### config.mk
export PLATFORM = sky130hd
export DESIGN_NAME = stc_lane_invert
export DESIGN_NICKNAME = d
export VERILOG_FILES = /design/src/include/stc_pkg.sv /design/src/verilog/stc_lane_invert.sv
export VERILOG_INCLUDE_DIRS = /design/src /design/src/include
export SDC_FILE = /design/constraint.sdc
export NUM_CORES = 1
export LEC_CHECK = 0
export BUFFER_PORTS_ARGS = -buffer_cell sky130_fd_sc_hd__buf_2
export CAP_MARGIN = 0
export CORE_AREA = 2 2 201 203
export DETAILED_ROUTE_END_ITERATION = 10
export DIE_AREA = 0 0 203 205
export PLACE_DENSITY = 0.54
export SLEW_MARGIN = 15
export SYNTH_ARGS = -nofsm -noshare
export SYNTH_HDL_FRONTEND = slang
export SYNTH_SLANG_ARGS = --single-unit
### constraint.sdc
create_clock -name pclk -period 0.8 [get_ports pclk]
set_input_delay 0.08 -clock pclk [delete_from_list [all_inputs] [get_ports pclk]]
set_output_delay 0.08 -clock pclk [all_outputs]
set_load 0.1 [all_outputs]
### src/include/stc_regs.svh
`ifndef STC_REGS_SVH
`define STC_REGS_SVH

// Register indices; byte address is four times the index
`define STC_IDX_CTRL      10'h32C
`define STC_IDX_EXP_LO    10'h32D
`define STC_IDX_EXP_HI    10'h32E
`define STC_IDX_COMP      10'h32F
`define STC_IDX_INV       10'h334
`define STC_IDX_IRQ_STAT  10'h340
`define STC_IDX_IRQ_MASK  10'h341
`define STC_IDX_COUNT     10'h342

// Field positions
`define STC_CTRL_SLOT_LSB 4
`define STC_CTRL_CHAN_LSB 2
`define STC_CTRL_CLR_BIT  1
`define STC_CTRL_EN_BIT   0
`define STC_COMP_IQ_BIT   6
`define STC_COMP_FAIL_BIT 0
`define STC_IRQ_FAIL_BIT  0
`define STC_IRQ_MATCH_BIT 1

// Values
`define STC_RST_BYTE      8'h00
`define STC_CHAN_NONE     2'h3
`define STC_COMP_RW_MASK  8'hFE

`endif

### src/include/stc_pkg.sv
package stc_pkg;

  typedef logic [15:0] stc_sample_t;
  // Index 0 is the in-phase part, index 1 the quadrature part
  typedef stc_sample_t [1:0] stc_iq_t;
  typedef stc_iq_t [15:0] stc_slots_t;
  typedef stc_slots_t [2:0] stc_tpl_t;

  typedef struct packed {
    stc_tpl_t samples;
    logic     valid;
  } stc_tpl_bus_t;

  typedef logic [31:0] stc_lane_word_t;
  typedef stc_lane_word_t [7:0] stc_lanes_t;

  typedef enum logic {
    STC_CHK_IDLE,
    STC_CHK_RUN
  } stc_chk_t;

  typedef struct packed {
    logic [3:0] slot;
    logic [1:0] chan;
    logic       clr;
    logic       en;
  } stc_ctrl_t;

  typedef struct packed {
    stc_ctrl_t   ctrl;
    logic [7:0]  exp_lo;
    logic [7:0]  exp_hi;
    logic [7:0]  comp;
    logic [7:0]  inv;
    logic        fail;
    logic [1:0]  irq_stat;
    logic [1:0]  irq_mask;
    logic [15:0] cmp_cnt;
    logic [15:0] err_cnt;
    stc_chk_t    chk;
    logic        sel_valid;
    stc_sample_t sel_sample;
    logic [31:0] prdata;
    logic        slverr;
  } stc_state_t;

  typedef struct packed {
    stc_lanes_t lanes;
  } stc_inv_state_t;

endpackage

### src/verilog/stc_lane_invert.sv
`include "stc_regs.svh"

module stc_lane_invert (
  input  wire logic                pclk,
  input  wire logic                presetn,
  input  wire logic [7:0]          invert_mask,
  input  wire stc_pkg::stc_lanes_t lane_in,
  output stc_pkg::stc_lanes_t      lane_out
);

  stc_pkg::stc_inv_state_t s_reg;
  stc_pkg::stc_inv_state_t s_next;
  stc_pkg::stc_lanes_t     flipped;

  genvar g;
  generate
    for (g = 0; g < 8; g++) begin : g_lane
      assign flipped[g] = invert_mask[g] ? ~lane_in[g] : lane_in[g];
    end
  endgenerate

  always_comb begin
    s_next = s_reg;
    s_next.lanes = flipped;
  end

  always_ff @(posedge pclk or negedge presetn) begin
    if (!presetn) begin
      s_reg <= '0;
    end else begin
      s_reg <= s_next;
    end
  end

  assign lane_out = s_reg.lanes;
endmodule

## Word level (Yosys, flattened, before mapping)

Index checks and enable logic that the tools add are counted.

| word-level totals | value |
|---|---|
| register bits | 256 |
| bits of input ports | 266 |
| output and inout port bits | 256 |

| operators by class | value |
|---|---|
| mux-type cells | 8 |
| bitwise gates (word level) | 8 |

Operators with widths:

| kind | count |
|---|---|
| 32-bit 2-to-1 mux | 8 |
| 32-bit inverter | 8 |

## Depth between registers and ports, before layout

| logic depth | value |
|---|---|
| word-level depth | 2 |
| mapped depth | 3 |
| mapped depth without buffers | 1 |

## Worst setup path before layout

Ideal clock, no wire load.

| timing | value |
|---|---|
| kind | register to output |
| start | register s_reg, in the netlist lane_out[0] |
| end | output lane_out[0] (netlist bit) |
| arrival time | 0.883 ns |
| required time | 0.720 ns |
| setup slack | -0.163 ns |
| stages on the path, launching flop included | 1 |
| buffers on the path | 0 |
| cell sequence | dfrtp_1 |

RTL lines:

| item | line | source |
|---|---|---|
| start, declared | stc_lane_invert.sv:11 | `stc_pkg::stc_inv_state_t s_reg;` |
| start signal, assigned | stc_lane_invert.sv:31 | `s_reg <= s_next;` |
| end, declared | stc_lane_invert.sv:8 | `output stc_pkg::stc_lanes_t lane_out` |

No word-level cell between the ends.

## Worst setup path in the final report

| timing | value |
|---|---|
| start | register s_reg, in the netlist lane_out[48] |
| end | output lane_out[48] (netlist bit) |

No word-level cell between the ends.

==> results.md <==
* Starting density of the core at 0.234
* Final Max Slew Viols at 0
* Netlist Area Pre-Place at 9220 um^2
* Post-synthesis sequential area ratio at 0.695
* H-tree depth at 1
* Worst path bufs/invs at 1
* Nets at 1627
* Max Fclk at 800 MHz
* Req. time, crit path at 0.72 ns
* Num CTS Buffers at 29
* Worst Max-Slew Pin Slew at 0.358 ns
* Failing checks: negative setup slack
* Synth-to-layout area growth at 119%
* Crit Path Max Fanout at 1
* Clock share of power at 0.282
* Cell count after synthesis at 544
* Critical path type: reg -> out
* DP Area at 16500 um^2
* WL final at 31300 um
* Worst path slowest cell: dfrtp_2
* Routed wire length per instance at 16.4 um
* Final setup vio count at 256
* Die outline width at 203 um
* Asr flop ratio synth at 1.00
* #FFs+latches synth at 256
* Power per Cell Area at 2420 nW/um^2
* Clock buffer depth at 3
* GRT Total Usage at 0.147
* Die H at 205 um
* Std-Cell Rows at 73
* Fin crit period at 1.25 ns
* Die area at 41600 um^2
* Cell family with most CP delay: flip-flops
* Syn_nets at 810
* Pre-Repair DR Iteration Count at 4
* Vias/cell at 3.71
* Core area at 39400 um^2
* Critical-path cell list: buf_12
* Final-layout fill cell count at 3133
* Slew headroom at 0.761
* Layout cells sized above 1 at 0.619
* Crit path DAT at 1.17 ns
* Worst VDD drop at 0.00187 V
* RSZ-0062 raised after global routing: yes
* Post-synth top area share at 0.695
* Crit share post-route at 1.56
* Global route overflow at 0
* Cell Int Power at 30200 uW
* Library cells used by synthesis at 4
* Largest area contributor in the netlist: dfrtp_1
* Final Hold Fails at 0
* GRT Max-Usage Layer: met2
* CTS Sinks at 256
* Switch share at 0.382
* HP Class: in -> async
* CP endpoint kind: output pin
* Multi-input combinational cell area at 2240 um^2
* Setup bufs post-CTS at 0
* DRC Markers at 0
* Post-synth top cells: dfrtp_1 (256), xor2_1 (256), buf_12 (24)
* Largest net degree at the start of global routing at 34
* Status: finished with violations
* CP max stage delay at 0.44 ns
* Power share of the sequential group at 0.321
* PortBufs at 521
* Max reg flops at 256
* CTS tree: built
* Net switching power at 18700 uW
* Predominant post-synthesis flop cell: dfrtp_1
* Average size of a mapped cell at 16.9 um^2
* Initial antenna violation count at 1
* Starting DRT DRC Count at 109
* Crit start category: register
* Fin util at 0.514
* Met3 GRT Util at 0.0539
* Setup ws final at -0.451 ns
* M2 GR Usage at 0.271
* Worst-path clk slew at 0.06 ns
* Comb power frac at 0.398
* Post-DP HPWL at 21900 um
* Top cells by area, synth: dfrtp_1 (69%), xor2_1 (24%), buf_12 (5.2%)
* Post-synth EDFFs at 0
* GPL Wtd Cong at 0.764
* Number of global-route vias before repair at 8078
* Leakage at 0.00912 uW
* Register area at 6730 um^2
* IO Count at 522
* Syn. warnings at 0
* Met1 usage at 0.157
* DP Worst Slack at 0.0546 ns
* Vias at 7073
* Root buffer cell: clkbuf_16
* First-pass GRT wire length at 47100 um
* Max-cap violations at 0
* Layout Cell Area excl Fill at 20200 um^2
* Detail Route Antenna Nets at 0
[stage by stage]
stage | hold WS [ns] | std cells | setup TNS (ns) | total power (uW)
floorplan | -0.216 | 544 | 0 | 26300
global placement | 0.00344 | 1589 | 0 | 34200
detailed placement | 0.00468 | 1589 | 0 | 34300
CTS | 0.0136 | 1907 | -113.01 | 49300
global route | 0.0473 | 1909 | -114.02 | 50400
finish | 0.0301 | 1909 | -104.07 | 48900
[routing by layer]
| metal | wire [um] | share of wire |
|---|---|---|
| met4 | 818 | 0.026 |
| met5 | 0 | 0 |
| met2 | 16400 | 0.53 |
| met1 | 10900 | 0.35 |
| met3 | 3120 | 0.10 |
[placed cells by master (no fill, tap or decap), drive strengths merged]
| cell type | Yosys | layout |
|---|---|---|
| buf | 32 | 552 |
| bufinv | 0 | 3 |
| clkbuf | 0 | 46 |
| clkinv | 0 | 4 |
| dfrtp | 256 | 256 |
| diode | 0 | 1 |
| dlygate4sd3 | 0 | 265 |
| inv | 0 | 1 |
| xor2 | 256 | 256 |
[layout make-up]
| class | count | area share |
|---|---|---|
| clock inverters | 8 | 0.00625 |
| clock buffers | 45 | 0.0438 |
| well taps | 525 | 0.0325 |
| repair buffers | 818 | 0.474 |
| multi-input cells | 256 | 0.111 |
| flip-flops and latches | 256 | 0.333 |
| diodes | 1 | 0.000124 |
[kinds of logic after synthesis]
logic type / count (synthesis) / synth area share
flip-flops: 256 / 0.695
XOR/XNOR: 256 / 0.243
buffers and inverters: 32 / 0.0619
[path summary, 6_finish.rpt]
| path | startpoint | to | depth (start not counted) |
|---|---|---|---|
| setup / recovery | lane_out[48] | lane_out[48] | 1 |
| max in group asynchronous | presetn | lane_out[71] | 3 |
| min in group pclk | lane_in[20] | lane_out[20] | 3 |
| hold / removal | presetn | lane_out[140] | 2 |
[power groups by stage]
stage	Combinational, uW	Clock, uW	Sequential, uW
5_1_grt	20000	14700	15800
3_5_place_dp	18400	0	15900
2_1_floorplan	1280	0	25000
4_1_cts	19500	14200	15700
3_3_place_gp	18300	0	15900
6_report	19400	13800	15700
[timing repair]
action,CTS,global route
endpoints found under the setup margin,256,259
endpoints found under the hold margin,512,0
hold buffers,265,0
pin swaps,0,0
cloned,0,1
resized for setup,0,1
Power figures use the tool's default switching activity.
